===== config.mk =====
export PLATFORM = sky130hd
export DESIGN_NAME = csvt_core
export DESIGN_NICKNAME = d
export VERILOG_FILES = /design/src/hdl/csvt_ramp.v /design/src/hdl/csvt_core.v
export VERILOG_INCLUDE_DIRS = /design/src /design/src/hdl
export SDC_FILE = /design/constraint.sdc
export NUM_CORES = 1
export LEC_CHECK = 0
export ABC_AREA = 0
export BUFFER_PORTS_ARGS = -buffer_cell sky130_fd_sc_hd__buf_2
export CAP_MARGIN = 30
export CORE_MARGIN = 2
export CORE_UTILIZATION = 35
export CTS_CLUSTER_SIZE = 28
export DETAILED_ROUTE_END_ITERATION = 12
export SLEW_MARGIN = 20
export SYNTH_ARGS = -nofsm -noshare
export SYNTH_HDL_FRONTEND = slang
export SYNTH_HIERARCHICAL = 1
export SYNTH_SLANG_ARGS = --single-unit

===== constraint.sdc =====
create_clock -name mclk_i -period 7.2 [get_ports mclk_i]
set_input_delay 0.36 -clock mclk_i [delete_from_list [all_inputs] [get_ports mclk_i]]
set_output_delay 0.36 -clock mclk_i [all_outputs]
set_load 0.1 [all_outputs]

===== src/hdl/csvt_defs.vh =====
// Constants for the cyclic velocity and torque command block
`ifndef CSVT_DEFS_VH
`define CSVT_DEFS_VH

// Object indexes on the object port
`define CSVT_OBJ_CTRL 16'h6040
`define CSVT_OBJ_STAT 16'h6041
`define CSVT_OBJ_MODE 16'h6060
`define CSVT_OBJ_MODE_DISP 16'h6061
`define CSVT_OBJ_POS_ACT 16'h6064
`define CSVT_OBJ_VEL_ACT 16'h606c
`define CSVT_OBJ_TRQ_SET 16'h6071
`define CSVT_OBJ_TRQ_ACT 16'h6077
`define CSVT_OBJ_ACC 16'h6083
`define CSVT_OBJ_VEL_SET 16'h60ff
`define CSVT_OBJ_LIMIT 16'h2086

// Operating mode codes
`define CSVT_MODE_CSV 8'h09
`define CSVT_MODE_CST 8'h0a

// Reset values
`define CSVT_RST_CTRL 16'h0000
`define CSVT_RST_MODE 8'h00
`define CSVT_RST_TRQ 16'h0000
`define CSVT_RST_VEL 32'h00000000
`define CSVT_RST_ACC 32'h00000000
`define CSVT_RST_LIMIT 16'h0000

// Status word bit positions
`define CSVT_ST_RDY 0
`define CSVT_ST_ON 1
`define CSVT_ST_OPEN 2
`define CSVT_ST_VOLT 4
`define CSVT_ST_QSTOP 5
`define CSVT_ST_SOD 6
`define CSVT_ST_REMOTE 9
`define CSVT_ST_RSV10 10
`define CSVT_ST_SETPT 12
`define CSVT_ST_RSV13 13

// Control word command patterns on the low four bits
`define CSVT_CW_SHUTDOWN_MASK 4'h7
`define CSVT_CW_SHUTDOWN 4'h6
`define CSVT_CW_SWITCH_ON 4'h7
`define CSVT_CW_ENABLE 4'hf

// Torque scaling numerator: internal units = 65520 * amps / (2 * peak amps)
`define CSVT_TRQ_SCALE 17'd65520

`endif


===== src/hdl/csvt_ramp.v =====
// Acceleration limited velocity command generator
`timescale 1ns/100ps
`default_nettype none

module csvt_ramp (
	// Clock, reset, enable
	input wire mclk_i,
	input wire rst_i,
	input wire ce_i,
	// Control
	input wire tick_i,
	input wire run_i,
	input wire limit_i,
	// Setpoints in 16.16 internal units
	input wire [31:0] target_i,
	input wire [31:0] accel_i,
	// Ramped command
	output reg [31:0] vel_o
);

	wire signed [32:0] diff;
	wire signed [32:0] acc;

	// Distance still to go and allowed step per tick
	assign diff = $signed({target_i[31], target_i}) - $signed({vel_o[31], vel_o});
	assign acc = $signed({1'b0, accel_i});

	// Step toward the target, at most one acceleration step per tick while limit_i is set; straight to it when clear
	always @(posedge mclk_i) begin
		if (rst_i) begin
			vel_o <= 32'h00000000;
		end else if (ce_i) begin
			if (!run_i) begin
				vel_o <= 32'h00000000;
			end else if (tick_i) begin
				if (!limit_i) begin
					vel_o <= target_i;
				end else if (diff > acc) begin
					vel_o <= vel_o + accel_i;
				end else if (diff < -acc) begin
					vel_o <= vel_o - accel_i;
				end else begin
					vel_o <= target_i;
				end
			end
		end
	end

endmodule
`default_nettype wire


===== src/hdl/csvt_core.v =====
// Cyclic velocity and torque setpoint handling with drive state machine
`include "csvt_defs.vh"
`timescale 1ns/100ps
`default_nettype none

module csvt_core (
	// Clock, reset, enable
	input wire mclk_i,
	input wire rst_i,
	input wire ce_i,
	// Object access port from the process data handler
	input wire obj_wr_i,
	input wire obj_rd_i,
	input wire [15:0] obj_idx_i,
	input wire [31:0] obj_wdata_i,
	output reg [31:0] obj_rdata_o,
	output reg obj_ack_o,
	output reg obj_err_o,
	// Drive configuration and control loop timing
	input wire spd_loop_en_i,
	input wire loop_tick_i,
	// Measured values
	input wire [31:0] act_pos_i,
	input wire [31:0] act_vel_i,
	input wire [15:0] act_trq_i,
	// Commands to the control loops
	output reg [31:0] vel_cmd_o,
	output reg vel_loop_on_o,
	output reg [15:0] trq_cmd_o,
	output reg trq_cmd_new_o,
	output reg trq_loop_on_o,
	output reg motion_start_o,
	// Drive state
	output reg [15:0] status_o,
	output reg [7:0] mode_disp_o
);

	// Drive states
	localparam [1:0] ST_SOD = 2'b00;
	localparam [1:0] ST_READY = 2'b01;
	localparam [1:0] ST_ON = 2'b10;
	localparam [1:0] ST_OPEN = 2'b11;

	// Objects held by the block
	reg [15:0] ctrl_word;
	reg [7:0] mode;
	reg [15:0] torque_setpoint;
	reg [15:0] torque_readback;
	reg [31:0] vel_setpoint;
	reg [31:0] prof_accel;
	reg [15:0] limit_ctl;
	reg [31:0] pos_act;
	reg [31:0] vel_act;
	reg [1:0] drv_state;
	reg [1:0] next_drv_state;
	reg [15:0] next_status;
	reg vel_new;
	reg trq_new;
	wire csv_run;
	wire cst_run;
	wire [31:0] ramp_vel;

	// Object index decode for reads; writes are checked against writable_obj
	function known_obj;
		input [15:0] idx;
		begin
			case (idx)
				`CSVT_OBJ_CTRL, `CSVT_OBJ_STAT, `CSVT_OBJ_MODE,
				`CSVT_OBJ_MODE_DISP, `CSVT_OBJ_POS_ACT, `CSVT_OBJ_VEL_ACT,
				`CSVT_OBJ_TRQ_SET, `CSVT_OBJ_TRQ_ACT, `CSVT_OBJ_ACC,
				`CSVT_OBJ_VEL_SET, `CSVT_OBJ_LIMIT: known_obj = 1'b1;
				default: known_obj = 1'b0;
			endcase
		end
	endfunction

	// Objects that accept writes
	function writable_obj;
		input [15:0] idx;
		begin
			case (idx)
				`CSVT_OBJ_CTRL, `CSVT_OBJ_MODE, `CSVT_OBJ_TRQ_SET,
				`CSVT_OBJ_ACC, `CSVT_OBJ_VEL_SET,
				`CSVT_OBJ_LIMIT: writable_obj = 1'b1;
				default: writable_obj = 1'b0;
			endcase
		end
	endfunction

	// Write enable shared by all writable objects
	wire wr_ok;
	assign wr_ok = obj_wr_i && writable_obj(obj_idx_i);

	// Setpoint objects written from process data
	always @(posedge mclk_i) begin
		if (rst_i) begin
			ctrl_word <= `CSVT_RST_CTRL;
			mode <= `CSVT_RST_MODE;
			torque_setpoint <= `CSVT_RST_TRQ;
			vel_setpoint <= `CSVT_RST_VEL;
			prof_accel <= `CSVT_RST_ACC;
			limit_ctl <= `CSVT_RST_LIMIT;
			vel_new <= 1'b0;
			trq_new <= 1'b0;
		end else if (ce_i) begin
			vel_new <= 1'b0;
			trq_new <= 1'b0;
			// Strobes last one cycle; a write on the clearing edge still
			// sets them because its assignment comes last
			if (wr_ok) begin
				case (obj_idx_i)
					`CSVT_OBJ_CTRL: ctrl_word <= obj_wdata_i[15:0];
					`CSVT_OBJ_MODE: mode <= obj_wdata_i[7:0];
					`CSVT_OBJ_TRQ_SET: begin
						torque_setpoint <= obj_wdata_i[15:0];
						trq_new <= 1'b1;
					end
					`CSVT_OBJ_VEL_SET: begin
						vel_setpoint <= obj_wdata_i;
						vel_new <= 1'b1;
					end
					`CSVT_OBJ_ACC: prof_accel <= obj_wdata_i;
					`CSVT_OBJ_LIMIT: limit_ctl <= obj_wdata_i[15:0];
					default: ctrl_word <= ctrl_word;
				endcase
			end
		end
	end

	// Generic drive state machine, only the generic control bits steer it
	always @* begin
		next_drv_state = drv_state;
		case (drv_state)
			ST_SOD: begin
				if ((ctrl_word[3:0] & `CSVT_CW_SHUTDOWN_MASK) == `CSVT_CW_SHUTDOWN)
					next_drv_state = ST_READY;
			end
			ST_READY: begin
				if (!ctrl_word[1])
					next_drv_state = ST_SOD;
				else if (ctrl_word[3:0] == `CSVT_CW_SWITCH_ON)
					next_drv_state = ST_ON;
				// Enable from ready passes through switched on first, so the
				// loops never start without a switched-on cycle
				else if (ctrl_word[3:0] == `CSVT_CW_ENABLE)
					next_drv_state = ST_ON;
			end
			ST_ON: begin
				if (!ctrl_word[1])
					next_drv_state = ST_SOD;
				else if (ctrl_word[3:0] == `CSVT_CW_ENABLE)
					next_drv_state = ST_OPEN;
				else if (ctrl_word[3:0] == `CSVT_CW_SHUTDOWN)
					next_drv_state = ST_READY;
			end
			ST_OPEN: begin
				if (!ctrl_word[1])
					next_drv_state = ST_SOD;
				else if (ctrl_word[3:0] == `CSVT_CW_SWITCH_ON)
					next_drv_state = ST_ON;
				else if (ctrl_word[3:0] == `CSVT_CW_SHUTDOWN)
					next_drv_state = ST_READY;
			end
			default: next_drv_state = ST_SOD;
		endcase
	end

	// Drive state register and displayed mode
	always @(posedge mclk_i) begin
		if (rst_i) begin
			drv_state <= ST_SOD;
			mode_disp_o <= `CSVT_RST_MODE;
		end else if (ce_i) begin
			drv_state <= next_drv_state;
			mode_disp_o <= mode;
		end
	end

	// Which mode is actually driving the loops
	assign csv_run = (drv_state == ST_OPEN) && (mode == `CSVT_MODE_CSV) &&
		spd_loop_en_i;
	assign cst_run = (drv_state == ST_OPEN) && (mode == `CSVT_MODE_CST);

	// Velocity ramp toward the 16.16 target
	// With the limit off the ramp follows the target on each tick;
	// a zero acceleration with the limit on holds the command still
	csvt_ramp u_ramp (
		.mclk_i(mclk_i),
		.rst_i(rst_i),
		.ce_i(ce_i),
		.tick_i(loop_tick_i),
		.run_i(csv_run),
		.limit_i(limit_ctl[0]),
		.target_i(vel_setpoint),
		.accel_i(prof_accel),
		.vel_o(ramp_vel)
	);

	// Status word: generic state bits plus the mode specific bit 12
	always @* begin
		next_status = 16'h0000;
		next_status[`CSVT_ST_RDY] = (drv_state != ST_SOD);
		next_status[`CSVT_ST_ON] = (drv_state == ST_ON) || (drv_state == ST_OPEN);
		next_status[`CSVT_ST_OPEN] = (drv_state == ST_OPEN);
		next_status[`CSVT_ST_VOLT] = (drv_state != ST_SOD);
		next_status[`CSVT_ST_QSTOP] = 1'b1;
		next_status[`CSVT_ST_SOD] = (drv_state == ST_SOD);
		next_status[`CSVT_ST_REMOTE] = 1'b1;
		// Reserved in both cyclic modes, so always read as zero
		next_status[`CSVT_ST_RSV10] = 1'b0;
		next_status[`CSVT_ST_RSV13] = 1'b0;
		next_status[`CSVT_ST_SETPT] = csv_run || cst_run;
	end

	// Loop commands and the reported actual values
	always @(posedge mclk_i) begin
		if (rst_i) begin
			vel_cmd_o <= 32'h00000000;
			vel_loop_on_o <= 1'b0;
			trq_cmd_o <= `CSVT_RST_TRQ;
			trq_cmd_new_o <= 1'b0;
			trq_loop_on_o <= 1'b0;
			motion_start_o <= 1'b0;
			status_o <= 16'h0000;
			pos_act <= 32'h00000000;
			vel_act <= 32'h00000000;
			torque_readback <= 16'h0000;
		end else if (ce_i) begin
			status_o <= next_status;
			// Velocity mode closes speed and torque loops internally
			vel_loop_on_o <= csv_run;
			vel_cmd_o <= ramp_vel;
			motion_start_o <= csv_run && vel_new;
			// Torque mode runs the torque loop alone
			trq_loop_on_o <= csv_run || cst_run;
			trq_cmd_new_o <= cst_run && trq_new;
			// Forced to zero outside torque mode so a stale setpoint is
			// never applied when the mode is entered again
			if (!cst_run)
				trq_cmd_o <= `CSVT_RST_TRQ;
			else if (trq_new)
				trq_cmd_o <= torque_setpoint;
			// Actual values sampled once per control cycle
			if (loop_tick_i) begin
				pos_act <= act_pos_i;
				vel_act <= act_vel_i;
				torque_readback <= act_trq_i;
			end
		end
	end

	// Object reads and the answer to every access
	always @(posedge mclk_i) begin
		if (rst_i) begin
			obj_rdata_o <= 32'h00000000;
			obj_ack_o <= 1'b0;
			obj_err_o <= 1'b0;
		end else if (ce_i) begin
			obj_ack_o <= obj_wr_i || obj_rd_i;
			obj_err_o <= (obj_wr_i && !writable_obj(obj_idx_i)) ||
				(obj_rd_i && !known_obj(obj_idx_i));
			obj_rdata_o <= 32'h00000000;
			// A read in the same cycle as a write returns the old value,
			// since the object register only updates on this edge
			if (obj_rd_i) begin
				case (obj_idx_i)
					`CSVT_OBJ_CTRL: obj_rdata_o <= {16'h0000, ctrl_word};
					`CSVT_OBJ_STAT: obj_rdata_o <= {16'h0000, status_o};
					`CSVT_OBJ_MODE: obj_rdata_o <= {24'h000000, mode};
					`CSVT_OBJ_MODE_DISP: obj_rdata_o <= {24'h000000, mode_disp_o};
					`CSVT_OBJ_POS_ACT: obj_rdata_o <= pos_act;
					`CSVT_OBJ_VEL_ACT: obj_rdata_o <= vel_act;
					`CSVT_OBJ_TRQ_SET: obj_rdata_o <= {{16{torque_setpoint[15]}},
						torque_setpoint};
					`CSVT_OBJ_TRQ_ACT: obj_rdata_o <= {{16{torque_readback[15]}},
						torque_readback};
					`CSVT_OBJ_ACC: obj_rdata_o <= prof_accel;
					`CSVT_OBJ_VEL_SET: obj_rdata_o <= vel_setpoint;
					`CSVT_OBJ_LIMIT: obj_rdata_o <= {16'h0000, limit_ctl};
					default: obj_rdata_o <= 32'h00000000;
				endcase
			end
		end
	end

endmodule
`default_nettype wire


* After elaboration in Yosys (flattened, before gate mapping)
Cells that the tools add are included.
** Storage, ports and cells
- Memories :: 0
- Word-level logic and storage cells :: 111
- Bits in writable memories :: 0
- Memory bits (read-only) :: 0
- Input bits :: 135
- Bits in latches :: 0
- Output and inout port bits :: 110
- Register bits after elaboration :: 338
** Operators by class
- Mux-type cells :: 29
- Multiply operators :: 0
- Magnitude comparators :: 2
- Divide/modulo/power cells :: 0
- Shifts and indexed selects :: 0
- Bitwise operators :: 0
- Add/sub/neg operators :: 4
- Reductions and logical operators :: 28
- Eq/ne operators :: 24
** Operators with widths (count)
- $pmux W32 S11 :: 1
- $mux W32 :: 6
- $eq A16 B15 Y1 const B :: 10
- $gt A33 B33 Y1 :: 1
- $lt A33 B33 Y1 :: 1
- $neg A32 Y33 :: 1
- $sub A32 B32 Y33 :: 1
- $add A32 B32 Y32 :: 1
- $mux W16 :: 2
- $sub A32 B32 Y32 :: 1
- $reduce_and A3 Y1 :: 7
- $mux W2 :: 9
- $eq A16 B14 Y1 const B :: 1
- $eq A8 B4 Y1 const B :: 2
- $reduce_or A11 Y1 :: 1
- $mux W1 :: 10
- $eq A4 B3 Y1 const B :: 2
- $logic_and A1 B1 Y1 :: 8
- $pmux W2 S4 :: 1
- $reduce_and A2 Y1 :: 3
- $reduce_or A6 Y1 :: 1
- $eq A2 B2 Y1 const B :: 2
- $eq A4 B4 Y1 const B :: 1
- $logic_or A1 B1 Y1 :: 4
- other kinds (8) :: 10

* Depth between registers and ports, before layout
- Depth after elaboration :: 8
- Depth in mapped cells :: 28
- Depth with buffers taken out :: 26

* Cells and area by module
The synthesis kept the hierarchy.
** By module, submodules not included
- csvt_core :: cells each 1528, area an instance 12503.2 um^2, times used 1, seq. area each 6065.8 um^2
- csvt_ramp :: cells each 1213, area an instance 8657.1 um^2, times used 1, seq. area each 640.6 um^2

* Worst setup path before layout
No wires, ideal clock.
- Path type :: register -> register
- Start :: reg u_ramp.vel_o[1]
- End :: reg u_ramp.vel_o[17]
- Slack :: 1.925 ns
- Arrival time :: 5.154 ns
- Cell stages (with the launch flop) :: 27
- Period minus slack after synthesis :: 5.275 ns
- Path buffers :: 1
- Setup time :: 0.122 ns
- Required time :: 7.078 ns
- Cells stage by stage :: dfxtp_1 -> inv_1 -> ha_1 -> nor2b_1 -> o2111ai_1 -> a31oi_1 -> a22o_1 -> a31oi_1 -> a21o_1 -> o211ai_1 -> o31a_1 -> o21a_1 -> nor2_1 -> xnor2_1 -> ha_1 -> and4_1 -> nand3_1 -> nor2_1 -> nand3_1 -> a211o_1 -> a311oi_1 -> a211o_1 -> and3_1 -> buf_4 -> nor3_1 -> o32a_1 -> a221o_1
** Between the ends
- Longest elaborated chain between the ends :: 7
- Elaborated cells on any way between the ends :: 10
- Classes of those cells :: add/sub: 3; order compare: 2; mux: 5
** RTL lines
- from (decl) :: line csvt_ramp.v:18 : output reg [31:0] vel_o
- from (signal assigned) :: line csvt_ramp.v:37 : vel_o <= target_i;
- from (signal assigned) :: line csvt_ramp.v:39 : vel_o <= vel_o + accel_i;
- from (signal assigned) :: line csvt_ramp.v:41 : vel_o <= vel_o - accel_i;
- $sub A32 B32 Y33 :: line csvt_ramp.v:25 : assign diff = $signed({target_i[31], target_i}) - $signed({vel_o[31], vel_o});
- $lt A33 B33 Y1 :: line csvt_ramp.v:40 : end else if (diff < -acc) begin
- $mux W32 :: line csvt_ramp.v:40
- $mux W32 * :: line csvt_ramp.v:38 : end else if (diff > acc) begin
- $mux W32 * :: line csvt_ramp.v:36 : if (!limit_i) begin
- $mux W32 * :: line csvt_ramp.v:35 : end else if (tick_i) begin
- $mux W32 * :: line csvt_ramp.v:33 : if (!run_i) begin
Every way passes the cells marked *; elsewhere a longest branch is shown, timed or not. The select of a mux whose other input is x is not followed.
A chain may end at the register's enable or synchronous reset.

* Worst setup path in the final report
Ends and elaborated chain as after synthesis.

==> results.sh <==
export IMPL_yosysMostFrequentCell="nand2_1"
export IMPL_gr_total_overflow=0
export IMPL_leakage_nw=10.1
export IMPL_layout_drive_gt1_share_pct=13.6
export IMPL_io_pins=245
export IMPL_required_ns=7.65
export IMPL_htreeDepth=2
export IMPL_finalInstanceArea_mm2=0.0244
export IMPL_seq_area_mm2=0.00671
export IMPL_grt_pass1_vias=19506
export IMPL_crit_fanout=20
export IMPL_die_w_um=250
export IMPL_finalNonFillerCells=3721
export IMPL_maxCapViolCount=0
export IMPL_power_switching_w=0.00107
export IMPL_synth_seq_cells=335
export IMPL_antenna_found_initial=5
export IMPL_avgSynthCellArea_um2=7.72
export IMPL_drtPass1Iterations=8
export IMPL_syn2layout_area_growth_pct=15.2
export IMPL_clock_power_share_pct=48.6
export IMPL_yosysTopAreaCellShare_pct=31.7
export IMPL_place_congestion=0.956
export IMPL_netlist_instances=2741
export IMPL_p_int_w=0.00309
export IMPL_outcome="completed"
export IMPL_worstMarginPinSlew_ns=1.03
export IMPL_hpwl_mm=59.5
export IMPL_core_mm2=0.0600
export IMPL_startpoint_type="flop"
export IMPL_slowest_delay_ns=0.70
export IMPL_min_period_ns=6.57
export IMPL_synthAdderAreaFrac_pct=9.45
export IMPL_skew_ns=0.0351
export IMPL_yosysTopAreaCell="dfxtp_1"
export IMPL_multi_input_area_mm2=0.0134
export IMPL_max_freq_mhz=152
export IMPL_tritoncts="yes"
export IMPL_clockBufferDepth=3
export IMPL_synthTopCellsByArea="dfxtp_1 (32%), nand2_1 (10%), ha_1 (9.2%), a21oi_1 (7.5%), mux2i_1 (3.3%)"
export IMPL_final_period_utilization_pct=91.3
export IMPL_grt_pass1_wl_mm=120
export IMPL_regToRegEndpoint="u_ramp/vel_o[17]"
export IMPL_cp_endpoint="u_ramp/vel_o[17]"
export IMPL_rsz0062_at_grt="no"
export IMPL_post_dp_cell_area_mm2=0.0230
export IMPL_hold_buffers=8
export IMPL_worstPathArrival_ns=7.02
export IMPL_dpl_cell_count=3640
export IMPL_post_drt_via_cell_ratio=5.62
export IMPL_ant_nets=0
export IMPL_synthMuxAreaShare_pct=3.74
export IMPL_power_density_mw_per_mm2=171
export IMPL_reg2reg_depth=25
export IMPL_yosys_area_share_simple_pct=22.2
export IMPL_num_rows=90
export IMPL_setup_viol_count_final=0
export IMPL_cp_end_kind="flop"
export IMPL_num_vias=20914
export IMPL_die_height_um=250
export IMPL_cts_root_buf="clkbuf_16"
export IMPL_track_usage_pct=24.5
export IMPL_r2r_start="u_ramp/vel_o[1]"
export IMPL_yosys_top_cells_count="nand2_1 (561), dfxtp_1 (335), a21oi_1 (315)"
export IMPL_pwr_share_seq_pct=45.4
export IMPL_synth_distinct_cells=99
export IMPL_synthFlopType="dfxtp_1"
export IMPL_synth_compound_area_share_pct=23.9
export IMPL_diodes=0
export IMPL_vdd_drop_max_v=0.000158
export IMPL_nets=3202
export IMPL_cts_setup_buffers=0
export IMPL_ys_async_sr_fraction_pct=0
export IMPL_drc=0
export IMPL_yosysWarnings=6
export IMPL_die_area_mm2=0.0624
export IMPL_crit_path_start="u_ramp/vel_o[1]"
export IMPL_synth_edff_count=0
export IMPL_drtIter0Drc=1807
export IMPL_clk_pin_slew_ns=0.06
export IMPL_cts_made_buffers=40
export IMPL_cts_sinks=335
export IMPL_synth_top_family_by_area="compound AO/OA/AOI/OAI gates"
export IMPL_slowest_stage="and3_1"
export IMPL_reg2reg_slack_ns=0.63
export IMPL_fin_tns_setup_ns=0
export IMPL_yosys_area_share_xor_xnor_pct=3.52
export IMPL_start_util_pct=35.3
export IMPL_synthesis_area_mm2=0.0212
export IMPL_ys_seq_area_share_pct=31.7
export IMPL_worstSetupPathType="flop to flop"
export IMPL_fillers=6285
export IMPL_finalHoldViolCount=0
export IMPL_io_buffer_count=236
export IMPL_post_cts_resized=0
export IMPL_grt_max_degree=201
export IMPL_wl_per_cell_um=21.3
export IMPL_switching_share_pct=25.8
export IMPL_slew_headroom_pct=29.5
export IMPL_routed_wl_mm=79.1
export IMPL_clkLatencyLatePin_ns=0.59
export IMPL_hp_class="primary input to flop"
export IMPL_p_comb_share_pct=6.0
export IMPL_slew_viol_final=0
==> flip-flops by register name, summed over array words and instances (netlist names), 2 cells and up <==
signal	flops
prof_accel	32
torque_readback	16
drv_state	2
trq_cmd_o	16
status_o	5
pos_act	32
obj_rdata_o	32
vel_setpoint	32
ctrl_word	16
limit_ctl	16
u_ramp/vel_o	32
mode_disp_o	8
mode	8
vel_act	32
vel_cmd_o	32
torque_setpoint	16
==> layer usage <==
| layer | global-route usage [%] | vias up | wire (um) |
|---|---|---|---|
| met2 | 37.5 | 901 | 34200 |
| met4 | 8.81 | 10 | 2800 |
| li1 | - | 10065 | - |
| met5 | 0 | - | 64 |
| met1 | 34.1 | 9801 | 35400 |
| met3 | 4.82 | 137 | 6600 |
==> how the worst min path moves through the flow <==
stage | start | to | depth (start not counted)
after floorplan | limit_ctl[2] | limit_ctl[2] | 2
after global placement | obj_err_o | obj_err_o | 1
after detailed placement | obj_err_o | obj_err_o | 1
after CTS | act_pos_i[27] | pos_act[27] | 3
after global routing | act_vel_i[24] | vel_act[24] | 3
final | act_pos_i[27] | pos_act[27] | 3
==> cell usage in the layout, fill, tap and decap left out, types with 14 or more instances in the layout <==
cell and n:
o21bai_1 14, nand3_1 56, nor2b_1 23, ha_1 155, o2111ai_1 21, a21oi_1 315
inv_1 121, a221oi_1 22, mux2i_1 70, or3_1 17, nand2_1 560, clkbuf_16 40
a211oi_1 22, nor2_1 176, a22o_1 17, o211ai_1 19, dfxtp_1 335, xnor2_1 71
nor3_1 53, buf_4 35, buf_2 236, a21o_1 43, o21a_1 26, nand4_1 26
and3_1 21, a22oi_1 39, o21ai_0 64, xor2_1 14
==> kinds of logic after synthesis <==
logic type                 count (synthesis)
AOI/OAI and AO/OA                        757
xor gates and xnor gates                  85
adders and majority gates                158
buffers and inverters                    285
DFF                                      335
muxes                                     78
other                                      1
and+or+nand+nor                         1042
==> worst max-delay path: cells and delay by family, from the launching register on <==
family	cells	cell delay [ns]
xor+xnor	1	0.10
fa+ha+maj	2	0.57
simple gates	8	1.81
buf+inv	1	0.13
compound gates	13	3.36
flops	1	0.48
==> power groups by stage <==
stage / Clock, W / Sequential (W) / Combinational [W]
4_1_cts: 0.00206 / 0.00189 / 0.000252
2_1_floorplan: 0 / 0.00194 / 0.000136
3_3_place_gp: 0 / 0.00193 / 0.000249
6_report: 0.00202 / 0.00189 / 0.000252
5_1_grt: 0.00214 / 0.00189 / 0.000269
3_5_place_dp: 0 / 0.00193 / 0.000248
==> per-stage QoR <==
stage               total power, W  utilization (%)  setup WS [ns]  hold WS (ns)
global placement           0.00218             38.3          0.822         0.434
detailed placement         0.00218             38.3          0.746         0.439
CTS                        0.00420             40.6          0.721      0.000548
global route               0.00430             40.6          0.119        0.0136
finish                     0.00416             40.6          0.629        0.0124
floorplan                  0.00208                -           1.92         0.431
==> final cells by class <==
| class | instances | area share (%) |
|---|---|---|
| inverters | 121 | 1.86 |
| repair buffers | 283 | 6.49 |
| flip-flops and latches | 335 | 27.5 |
| multi-input cells | 2128 | 54.8 |
| clock buffers | 56 | 4.48 |
| well taps | 782 | 4.01 |
| clock inverters | 16 | 0.806 |
Power figures use the tool's default switching activity.
